[src/core/pci_cfg_tail_cfg.svh]
// Offsets, field positions and fixed values of the configuration header tail.
`ifndef PCI_CFG_TAIL_CFG_SVH
`define PCI_CFG_TAIL_CFG_SVH

// ==========================================
// Register offsets
`define OFS_ROM_BASE      8'h30
`define OFS_BUS_IRQ_MAP   8'h3C
`define OFS_PM_CAP_HDR    8'hDC
`define OFS_PM_CTRL_STAT  8'hE0

// ==========================================
// Field positions
`define ROM_BASE_LSB      16
`define ROM_DEC_EN_BIT    0
`define PME_STATUS_BIT    15
`define PME_ENABLE_BIT    8

// ==========================================
// Fixed values
`define INT_PIN_VALUE     8'h01
`define PM_SUPPORT_HOT    4'hE
`define PM_D2_D1_SUPPORT  2'h3
`define PM_DSI_VALUE      1'h1
`define PM_CLOCK_VALUE    1'h0
`define PM_VERSION        3'h1
`define PM_NEXT_PTR       8'h00
`define PM_CAP_ID         8'h01

// ==========================================
// Reset values
`define RST_WORD          32'h0000_0000
`define RST_BYTE          8'h00
`define RST_PSTATE        2'h0

`endif

[src/core/pci_cfg_tail_pkg.sv]
// Types shared by the configuration header tail.
package pci_cfg_tail_pkg;

    // ==========================================
    // Power state encoding
    typedef enum logic [1:0] {
        PS_D0 = 2'h0,
        PS_D1 = 2'h1,
        PS_D2 = 2'h2,
        PS_D3 = 2'h3
    } power_state_e;

endpackage : pci_cfg_tail_pkg

[src/core/pci_cfg_tail.sv]
// Configuration header tail: expansion ROM base, bus needs, interrupt map, power management.
`timescale 1ns/1ps
`include "pci_cfg_tail_cfg.svh"
// Function
// - ROM base keeps bits 31:16 and decode-enable bit 0 writable, bits 15:1 read zero (64 KB).
// - ROM decode-enable bit gates claiming accesses inside the ROM window.
// - Max-latency byte 31:24 is read-only, loaded from EEPROM after reset.
// - Min-grant byte 23:16 is read-only, loaded from EEPROM after reset.
// - Max-latency and min-grant values count quarter-microsecond units.
// - Interrupt-pin byte reads constant 01h, first PCI interrupt line.
// - Interrupt-line byte is read/write, stored without interpretation.
// - D3-cold PME support bit shows the strap latched after each reset release.
// - PME support bits for D3-hot, D2, D1, D0 read 1110.
// - D2 and D1 support bits read one; three bits below read zero.
// - Device-specific-initialization flag reads one.
// - Auxiliary-power flag reads one only when the latched strap is high.
// - PME-clock flag reads zero.
// - Version field reads 001.
// - Next-capability pointer reads 00h.
// - Capability identifier byte reads 01h.
// - Capability word is read-only; writes change nothing.
// - Data, bridge, scale and select fields of control word read zero.
// - PME status sets on wake in low power, cleared by writing one.
// - PME enable bit gates signalling of a wake event.
// - Two-bit power state is writable and reads back, D0..D3 as 0..3.
// - Reserved bits 7:2 of the control word read zero.
module pci_cfg_tail (
    input  wire logic        clk,
    input  wire logic        reset_n,
    input  wire logic        cfg_rd,
    input  wire logic        cfg_wr,
    input  wire logic [7:0]  cfg_addr,
    input  wire logic [3:0]  cfg_be,
    input  wire logic [31:0] cfg_wdata,
    output logic      [31:0] cfg_rdata,
    output logic             cfg_ack,
    input  wire logic        ee_load,
    input  wire logic [7:0]  ee_max_latency,
    input  wire logic [7:0]  ee_min_grant,
    input  wire logic        cold_wake_strap_pin,
    input  wire logic        wake_event,
    input  wire logic        rom_req,
    input  wire logic [31:0] rom_addr,
    output logic             rom_claim,
    output logic             pme_wake
);

    // ==========================================
    // Reset release and pin synchronisers
    logic       rst_meta;
    logic       rst_n;
    logic [2:0] strap_sync;
    logic [2:0] wake_sync;
    logic [2:0] strap_fill;

    always_ff @(posedge clk or negedge reset_n) begin
        if (!reset_n) begin
            rst_meta <= 1'b0;
            rst_n    <= 1'b0;
        end else begin
            rst_meta <= 1'b1;
            rst_n    <= rst_meta;
        end
    end

    always_ff @(posedge clk or negedge rst_n) begin
        if (!rst_n) begin
            strap_sync <= 3'h0;
            wake_sync  <= 3'h0;
            strap_fill <= 3'h0;
        end else begin
            strap_sync <= {strap_sync[1:0], cold_wake_strap_pin};
            wake_sync  <= {wake_sync[1:0], wake_event};
            strap_fill <= {strap_fill[1:0], 1'b1};
        end
    end

    // A level counts only once the second and third stages agree.
    // The fill marker keeps the reset zeros of the stages from passing as an agreed
    // strap level, which would latch a low strap on every board.
    wire strap_stable = strap_fill[2] && (strap_sync[1] == strap_sync[2]);
    wire wake_seen    = wake_sync[1] & wake_sync[2];

    // ==========================================
    // Byte-lane merge used by the ROM base register and the PME status clear
    function automatic logic [31:0] merge_bytes(input logic [31:0] old_val,
                                                input logic [31:0] new_val,
                                                input logic [3:0]  be);
        logic [31:0] res;
        res = old_val;
        for (int i = 0; i < 4; i++) begin
            if (be[i]) begin
                res[i*8 +: 8] = new_val[i*8 +: 8];
            end
        end
        return res;
    endfunction : merge_bytes

    wire wr_rom  = cfg_wr && (cfg_addr == `OFS_ROM_BASE);
    wire wr_irq  = cfg_wr && (cfg_addr == `OFS_BUS_IRQ_MAP);
    wire wr_pmcs = cfg_wr && (cfg_addr == `OFS_PM_CTRL_STAT);
    wire [31:0] pmcs_wr_val = merge_bytes(32'h0000_0000, cfg_wdata, cfg_be);

    // ==========================================
    // Strap capture after reset release
    logic strap_taken;
    logic cold_pme_support;

    // The strap is caught once, after release, so a later change on the pin is ignored.
    always_ff @(posedge clk or negedge rst_n) begin
        if (!rst_n) begin
            strap_taken      <= 1'b0;
            cold_pme_support <= 1'b0;
        end else if (!strap_taken && strap_stable) begin
            strap_taken      <= 1'b1;
            cold_pme_support <= strap_sync[2];
        end
    end

    // ==========================================
    // Expansion ROM base
    logic [15:0] rom_base;
    logic        rom_dec_en;
    wire  [31:0] rom_word = {rom_base, 15'h0000, rom_dec_en};
    wire  [31:0] rom_wr_val = merge_bytes(rom_word, cfg_wdata, cfg_be);

    always_ff @(posedge clk or negedge rst_n) begin
        if (!rst_n) begin
            rom_base   <= 16'h0000;
            rom_dec_en <= 1'b0;
        end else if (wr_rom) begin
            rom_base   <= rom_wr_val[31:`ROM_BASE_LSB];
            rom_dec_en <= rom_wr_val[`ROM_DEC_EN_BIT];
        end
    end

    always_ff @(posedge clk or negedge rst_n) begin
        if (!rst_n) begin
            rom_claim <= 1'b0;
        end else begin
            rom_claim <= rom_req && rom_dec_en &&
                         (rom_addr[31:`ROM_BASE_LSB] == rom_base);
        end
    end

    // ==========================================
    // Bus needs and interrupt map
    // Latency and grant bytes count quarter microseconds; they are passed through untouched.
    logic [7:0] max_latency;
    logic [7:0] min_grant;
    logic [7:0] int_line;

    always_ff @(posedge clk or negedge rst_n) begin
        if (!rst_n) begin
            max_latency <= `RST_BYTE;
            min_grant   <= `RST_BYTE;
        end else if (ee_load) begin
            max_latency <= ee_max_latency;
            min_grant   <= ee_min_grant;
        end
    end

    always_ff @(posedge clk or negedge rst_n) begin
        if (!rst_n) begin
            int_line <= `RST_BYTE;
        end else if (wr_irq && cfg_be[0]) begin
            int_line <= cfg_wdata[7:0];
        end
    end

    // ==========================================
    // Power management control and status
    pci_cfg_tail_pkg::power_state_e power_state;
    logic pme_status;
    logic pme_enable;

    always_ff @(posedge clk or negedge rst_n) begin
        if (!rst_n) begin
            power_state <= pci_cfg_tail_pkg::PS_D0;
        end else if (wr_pmcs && cfg_be[0]) begin
            power_state <= pci_cfg_tail_pkg::power_state_e'(cfg_wdata[1:0]);
        end
    end

    always_ff @(posedge clk or negedge rst_n) begin
        if (!rst_n) begin
            pme_enable <= 1'b0;
        end else if (wr_pmcs && cfg_be[1]) begin
            pme_enable <= cfg_wdata[`PME_ENABLE_BIT];
        end
    end

    // A wake in a low-power state sets the status even with notification off;
    // a set in the same cycle as a write-one clear wins.
    wire wake_hit  = wake_seen && (power_state != pci_cfg_tail_pkg::PS_D0);
    wire pme_clear = wr_pmcs && pmcs_wr_val[`PME_STATUS_BIT];

    always_ff @(posedge clk or negedge rst_n) begin
        if (!rst_n) begin
            pme_status <= 1'b0;
        end else if (wake_hit) begin
            pme_status <= 1'b1;
        end else if (pme_clear) begin
            pme_status <= 1'b0;
        end
    end

    always_ff @(posedge clk or negedge rst_n) begin
        if (!rst_n) begin
            pme_wake <= 1'b0;
        end else begin
            pme_wake <= pme_status && pme_enable;
        end
    end

    // ==========================================
    // Read data
    wire [31:0] bus_irq_word = {max_latency, min_grant, `INT_PIN_VALUE, int_line};
    wire [31:0] cap_word = {cold_pme_support, `PM_SUPPORT_HOT, `PM_D2_D1_SUPPORT,
                            3'h0, `PM_DSI_VALUE, cold_pme_support,
                            `PM_CLOCK_VALUE, `PM_VERSION,
                            `PM_NEXT_PTR, `PM_CAP_ID};
    wire [31:0] pmcs_word = {16'h0000, pme_status, 6'h00, pme_enable,
                             6'h00, power_state};

    logic [31:0] next_rdata;

    always_comb begin
        case (cfg_addr)
            `OFS_ROM_BASE:     next_rdata = rom_word;
            `OFS_BUS_IRQ_MAP:  next_rdata = bus_irq_word;
            `OFS_PM_CAP_HDR:   next_rdata = cap_word;
            `OFS_PM_CTRL_STAT: next_rdata = pmcs_word;
            default:           next_rdata = `RST_WORD;
        endcase
    end

    always_ff @(posedge clk or negedge rst_n) begin
        if (!rst_n) begin
            cfg_rdata <= `RST_WORD;
            cfg_ack   <= 1'b0;
        end else begin
            cfg_ack <= cfg_rd | cfg_wr;
            if (cfg_rd) begin
                cfg_rdata <= next_rdata;
            end
        end
    end
endmodule : pci_cfg_tail

[config.mk]
export PLATFORM = sky130hd
export DESIGN_NAME = pci_cfg_tail
export DESIGN_NICKNAME = d
export VERILOG_FILES = /design/src/core/pci_cfg_tail_pkg.sv /design/src/core/pci_cfg_tail.sv
export VERILOG_INCLUDE_DIRS = /design/src /design/src/core
export SDC_FILE = /design/constraint.sdc
export NUM_CORES = 1
export LEC_CHECK = 0
export BUFFER_PORTS_ARGS = -buffer_cell sky130_fd_sc_hd__buf_2
export CAP_MARGIN = 15
export CORE_ASPECT_RATIO = 0.5
export CORE_MARGIN = 3
export CORE_UTILIZATION = 25
export CTS_CLUSTER_DIAMETER = 30
export DETAILED_ROUTE_END_ITERATION = 8
export RECOVER_POWER = 25
export SLEW_MARGIN = 5
export SYNTH_ARGS = -nofsm -noshare
export SYNTH_HDL_FRONTEND = slang
export SYNTH_SLANG_ARGS = --single-unit
[constraint.sdc]
create_clock -name clk -period 2.8 [get_ports clk]
set_input_delay 0.14 -clock clk [delete_from_list [all_inputs] [get_ports clk]]
set_output_delay 0.14 -clock clk [all_outputs]
set_load 0.03 [all_outputs]
==> flow_metrics.py, run 1 <==
metrics = {
    "worst_hold_path": {
        "min_path_type": "in -> reg",
        "hold_path_startpoint": "cfg_wdata[30]",
    },
    "worst_setup_path": {
        "worstPathRequired_ns": 2.99,
        "cp-startpoint": "cfg_addr[2]",
        "cp_max_fo": 15,
        "cp_top_family": "compound AO/OA/AOI/OAI gates",
        "slowest_delay_ns": 0.73,
        "worstSetupPathType": "in -> reg",
        "crit_path_start_kind": "input pin",
        "path_cells": "buf_2 > and2_1 > o2111ai_2 > o31a_1 > o22ai_1",
        "slowest_stage": "o2111ai_2",
        "cp_num_buf_inv": 1,
        "endpoint_kind": "flip-flop",
        "critical_path_arrival_ns": 1.75,
        "r2r_start": "rst_n$_DFF_PN0_",
    },
    "layout": {
        "drive_above_1_share": 0.423,
        "area_delta_synth_final_pct": 27.5,
        "antenna_cells": 0,
        "layout_common_cells": "buf_2 (104), dfrtp_1 (87), mux2_2 (41), inv_1 (26), o22ai_1 (17)",
        "fillers": 1462,
        "stdcell_area_um2": 4780,
        "fin_util": 0.339,
        "layout.nets": 511,
        "layout_commonest_cell": "buf_2",
        "fin_cells": 608,
    },
    "logic_synthesis": {
        "avgSynthCellArea_um2": 12.5,
        "synth_edf_count": 0,
        "synth_cell_types": 43,
        "async_flop_share": 1.00,
        "synth_top_area_frac": 0.580,
        "synth_area_leaders": "dfrtp_1 (58%), mux2_2 (12%), xnor2_1 (3.0%)",
        "synth_top_area_cell": "dfrtp_1",
        "yosysSeqAreaShare": 0.580,
        "ys.flop_type": "dfrtp_1",
        "ys_seq_elements": 87,
        "netlist_area_um2": 3750,
        "synthCells": 300,
        "yosys_warnings": 0,
    },
    "sta": {
        "slew_viol_final": 0,
        "rsz0062_at_grt": "false",
        "fin_setup_tns_ns": 0,
        "finalHoldViolCount": 0,
        "max_freq_mhz": 643,
        "tightest_slew_ns": 1.47,
        "maxSlewHeadroom": 0.0190,
        "fin_crit_sh": 0.555,
        "skew_ns": 0.00622,
        "fin_ws_ns": 1.24,
        "setup_viol": 0,
        "hold_ws_ns": 0.0369,
        "fin_crit_ns": 1.56,
    },
    "detailed_routing": {
        "drt-total-wl_mm": 9.46,
        "vias_per_cell": 4.43,
        "ant_nets": 0,
        "drt_iter0_drc": 190,
        "drc_errors": 0,
        "dr.pass1.iters": 4,
        "routed-via-count": 2692,
        "routedWlPerCell_um": 15.6,
    },
    "power_and_ir_drop": {
        "internal_power_mw": 2.00,
        "power_frac_clock": 0.406,
        "pwr-share-seq": 0.511,
        "power_density_nw_per_um2": 548,
        "p_leak_nw": 2.24,
        "switchingPower_mw": 0.618,
        "peakVddDrop_uv": 251,
        "swShare": 0.236,
        "p_comb_frac": 0.083,
        "total_power_mw": 2.62,
    },
    "grt": {
        "grt_max_degree": 86,
        "grt_first_pass_wirelength_mm": 15.0,
        "antenna_found_initial": 0,
        "first_global_vias": 2829,
        "globalRouteOverflowTotal": 0,
        "groute.usage.overall": 0.118,
    },
    "die": {
        "die-area_um2": 16600,
        "start_util": 0.266,
        "die_width_um": 179,
        "core_um2": 14100,
        "die_h_um": 92.6,
        "rows": 30,
        "io_pins": 135,
    },
    "cts": {
        "cts_sinks": 87,
        "root_buffer": "clkbuf_16",
        "numCtsBuffers": 9,
        "insertion_delay_ns": 0.33,
        "path_clk_slew_ns": 0.06,
        "cts_tree": "built",
        "clockBufferDepth": 2,
        "cts-htree-levels": 3,
    },
    "placed_design": {
        "placed_cell_area_um2": 4470,
        "routabilityCongestion": 0.769,
        "place_inst": 588,
        "pre_cts_ws_ns": 0.934,
        "numPortBuffers": 106,
        "hpwlAfterDp_mm": 6.94,
    },
    "run": {
        "drv_cap": 0,
    },
    "run_status": {
        "status": "completed",
    },
}
final timing paths:
path | endpoint | slack [ns] | cells past startpoint
setup / recovery | cfg_rdata[20]$_DFFE_PN0P_ | 1.24 | 5
hold / removal | rom_base[14]$_DFFE_PN0P_ | 0.04 | 2
setup reg to reg | cfg_rdata[21]$_DFFE_PN0P_ | 1.28 | 1
hold reg to reg | rst_n$_DFF_PN0_ | 0.35 | 0
max in group asynchronous | cfg_rdata[21]$_DFFE_PN0P_ | 1.28 | 1
min in group asynchronous | rst_n$_DFF_PN0_ | 0.11 | 2
per-layer routing:
layer  vias up  track usage  wire (um)
li1       1287            -          -
met1      1341        0.149       4200
met2        56        0.202       4810
met3         8       0.0315        368
met4         0       0.0257         78
met5         -            0          0
final cells by class:
class / instances / area, um2 / share of cell area
inverters: 26 / 97.6 / 0.0204
flip-flops and latches: 87 / 2180 / 0.455
repair buffers: 113 / 608 / 0.127
clock inverters: 6 / 37.5 / 0.00785
multi-input cells: 174 / 1390 / 0.291
clock buffers: 10 / 229 / 0.0479
well taps: 192 / 240 / 0.0502
cell usage after synthesis (all sizes together), types with 2 or more instances:
| cell | number |
|---|---|
| o22ai | 17 |
| a21oi | 5 |
| and4bb | 2 |
| a32oi | 2 |
| inv | 26 |
| xnor2 | 13 |
| o221ai | 7 |
| nor2 | 7 |
| a31oi | 2 |
| nand4 | 8 |
| conb | 2 |
| or2 | 2 |
| buf | 14 |
| nand2 | 16 |
| xor2 | 4 |
| nor4 | 3 |
| nand3 | 3 |
| and2 | 4 |
| mux2 | 44 |
| dfrtp | 87 |
| clkbuf | 5 |
| a22o | 2 |
| a22oi | 14 |
state kept, by name (all words and copies together) (netlist names), 2 cells and up:
register	flops
cfg_rdata	26
power_state	2
strap_fill	3
rom_base	16
strap_sync	3
min_grant	8
max_latency	8
wake_sync	3
int_line	8
cell families after synthesis:
family / share of synthesized area
AOI/OAI and AO/OA: 0.104
muxes: 0.133
DFF: 0.580
and+or+nand+nor: 0.0864
buffers and inverters: 0.0540
xor gates and xnor gates: 0.0397
other: 0.00200
timing repair:
action                                 in CTS  in global routing
endpoints found under the hold margin       4                  0
resized for setup                           0                  0
buffers inserted                            0                  0
hold buffers                                3                  0
power groups by stage:
stage	clock network, mW	registers (mW)	logic, mW
2_1_floorplan	0	1.37	0.110
3_3_place_gp	0	1.38	0.197
3_5_place_dp	0	1.38	0.199
4_1_cts	1.10	1.36	0.203
5_1_grt	1.15	1.35	0.242
6_report	1.06	1.34	0.218
Note: power is estimated with default switching activity, not from simulation.
==> inputs of run 2 (changes only) <==
==> constraint.sdc (replaced) <==
create_clock -name clk -period 1.49 [get_ports clk]
set_input_delay 0.0745 -clock clk [delete_from_list [all_inputs] [get_ports clk]]
set_output_delay 0.0745 -clock clk [all_outputs]
set_load 0.03 [all_outputs]
==> flow_metrics.py, run 2 (synthesis results as in run 1) <==
metrics = {
    "layout": {
        "fin_util": 0.380,
        "largest-register": "cfg_rdata",
        "reg_top3": "cfg_rdata x26, rom_base x16",
        "layout_commonest_cell": "buf_2",
        "area_delta_synth_final_pct": 42.9,
        "largest_reg_flops": 26,
        "antenna_cells": 0,
        "layout_common_cells": "buf_2 (103), dfrtp_1 (86), dlygate4sd3_1 (44), mux2_2 (41), inv_1 (26)",
        "stdcell_area_um2": 5360,
        "drive_above_1_share": 0.392,
        "layout.nets": 565,
    },
    "sta": {
        "slew_viol_final": 0,
        "max_freq_mhz": 709,
        "finalHoldViolCount": 0,
        "fin_ws_ns": 0.0793,
        "fin_crit_sh": 0.947,
        "setup_viol": 0,
        "skew_ns": 0.00722,
        "tightest_slew_ns": 0.800,
        "fin_crit_ns": 1.41,
        "hold_ws_ns": 0.0150,
        "maxSlewHeadroom": 0.467,
    },
    "worst_setup_path": {
        "reg2reg_depth": 4,
        "r2r-end": "rom_claim$_DFF_PN0_",
        "worstSetupPathType": "reg -> reg",
        "crit_path_start_kind": "flip-flop",
        "cp_max_fo": 3,
        "critical_path_arrival_ns": 1.65,
        "endpoint_kind": "flip-flop",
        "cp-startpoint": "rom_base[11]$_DFFE_PN0P_",
        "reg2reg_slack_ns": 0.08,
        "worstPathRequired_ns": 1.73,
        "r2r_start": "rom_base[11]$_DFFE_PN0P_",
    },
    "worst_hold_path": {
        "hold_path_startpoint": "cfg_rd",
        "hold_end": "cfg_rdata[20]$_DFFE_PN0P_",
        "min_path_type": "in -> reg",
        "worstHoldPathCells": 2,
    },
    "die": {
        "io_pins": 135,
        "rows": 30,
        "die-area_um2": 16600,
        "core_um2": 14100,
        "die_h_um": 92.6,
        "die_width_um": 179,
        "start_util": 0.266,
    },
    "power_and_ir_drop": {
        "swShare": 0.214,
        "power_density_nw_per_um2": 1000,
        "p_comb_frac": 0.096,
        "internal_power_mw": 4.23,
        "pwr-share-seq": 0.465,
        "peakVddDrop_uv": 556,
        "power_frac_clock": 0.439,
        "p_leak_nw": 2.50,
        "switchingPower_mw": 1.15,
    },
    "cts": {
        "clockBufferDepth": 2,
        "insertion_delay_ns": 0.33,
        "path_clk_slew_ns": 0.06,
        "numCtsBuffers": 9,
        "cts-htree-levels": 3,
        "root_buffer": "clkbuf_16",
        "cts_tree": "built",
        "cts_sinks": 87,
    },
    "detailed_routing": {
        "drt_iter0_drc": 175,
        "routed.top_layer": "met4",
        "drt-total-wl_mm": 9.84,
        "drc_errors": 0,
        "wl_met3_um": 300,
        "dr.pass1.iters": 4,
        "ant_nets": 0,
        "routedWlPerCell_um": 14.9,
        "m1WireLength_mm": 4.45,
        "vias_per_cell": 4.33,
        "wl_met2_mm": 4.94,
        "routed-via-count": 2862,
    },
    "grt": {
        "first_global_vias": 3067,
        "grt_max_degree": 86,
        "grt_first_pass_wirelength_mm": 15.8,
        "groute.usage.overall": 0.124,
        "globalRouteOverflowTotal": 0,
        "antenna_found_initial": 0,
    },
    "placed_design": {
        "hpwlAfterDp_mm": 7.10,
        "placed_cell_area_um2": 4620,
        "numPortBuffers": 106,
        "pre_cts_ws_ns": 0.0720,
        "routabilityCongestion": 0.768,
    },
    "run": {
        "drv_cap": 0,
    },
    "run_status": {
        "status": "completed",
    },
}
## run 2: through the flow
stage / power, mW / cells / setup TNS, ns
3_5_place_dp: 2.98 / 602 / 0
3_3_place_gp: 2.97 / 602 / 0
4_1_cts: 5.45 / 661 / 0
5_1_grt: 5.60 / 661 / -0.00138
6_report: 5.38 / 661 / 0
2_1_floorplan: 2.78 / 306 / 0
## run 2: repair_timing
item	CTS	global route
gates resized for setup	0	1
hold buffers	44	0
buffers inserted	0	0
endpoints found under the hold margin	46	0
endpoints found under the setup margin	0	1
## run 2: final cells by class
type	count	area [um2]
fillers	1429	8750
flip-flops and latches	87	2180
multi-input cells	174	1400
repair buffers	167	1130
clock buffers	12	246
well taps	192	240
inverters	26	97.6
clock inverters	3	67.6
## run 2: per-layer routing
layer / track usage / up-vias
li1: - / 1388
met1: 0.154 / 1412
met2: 0.211 / 49
met3: 0.0315 / 13
met4: 0.0418 / 0
met5: 0 / -
## run 2: power by group through the flow
stage / sequential (mW) / clock, mW / combinational (mW)
2_1_floorplan: 2.58 / 0 / 0.206
5_1_grt: 2.51 / 2.51 / 0.569
6_report: 2.50 / 2.36 / 0.516
4_1_cts: 2.50 / 2.42 / 0.528
3_3_place_gp: 2.54 / 0 / 0.431
3_5_place_dp: 2.55 / 0 / 0.436
## run 2: how the worst max path moves through the flow
| stage | endpoint | cells after the start | slack (ns) |
|---|---|---|---|
| after CTS | rom_claim$_DFF_PN0_ | 4 | 0.11 |
| after floorplan | cfg_ack$_DFF_PN0_ | 0 | 0.02 |
| after global placement | pme_enable$_DFFE_PN0P_ | 6 | 0.09 |
| after detailed placement | pme_enable$_DFFE_PN0P_ | 6 | 0.07 |
| after global routing | rom_claim$_DFF_PN0_ | 4 | -0.001 |
| final | rom_claim$_DFF_PN0_ | 4 | 0.08 |
## run 2: worst max-delay path: stages, from the launching register on
cell	delay, ns
dfrtp_1	0.40
xor2_1	0.17
nor4_1	0.27
nand4_1	0.18
nor4_2	0.29
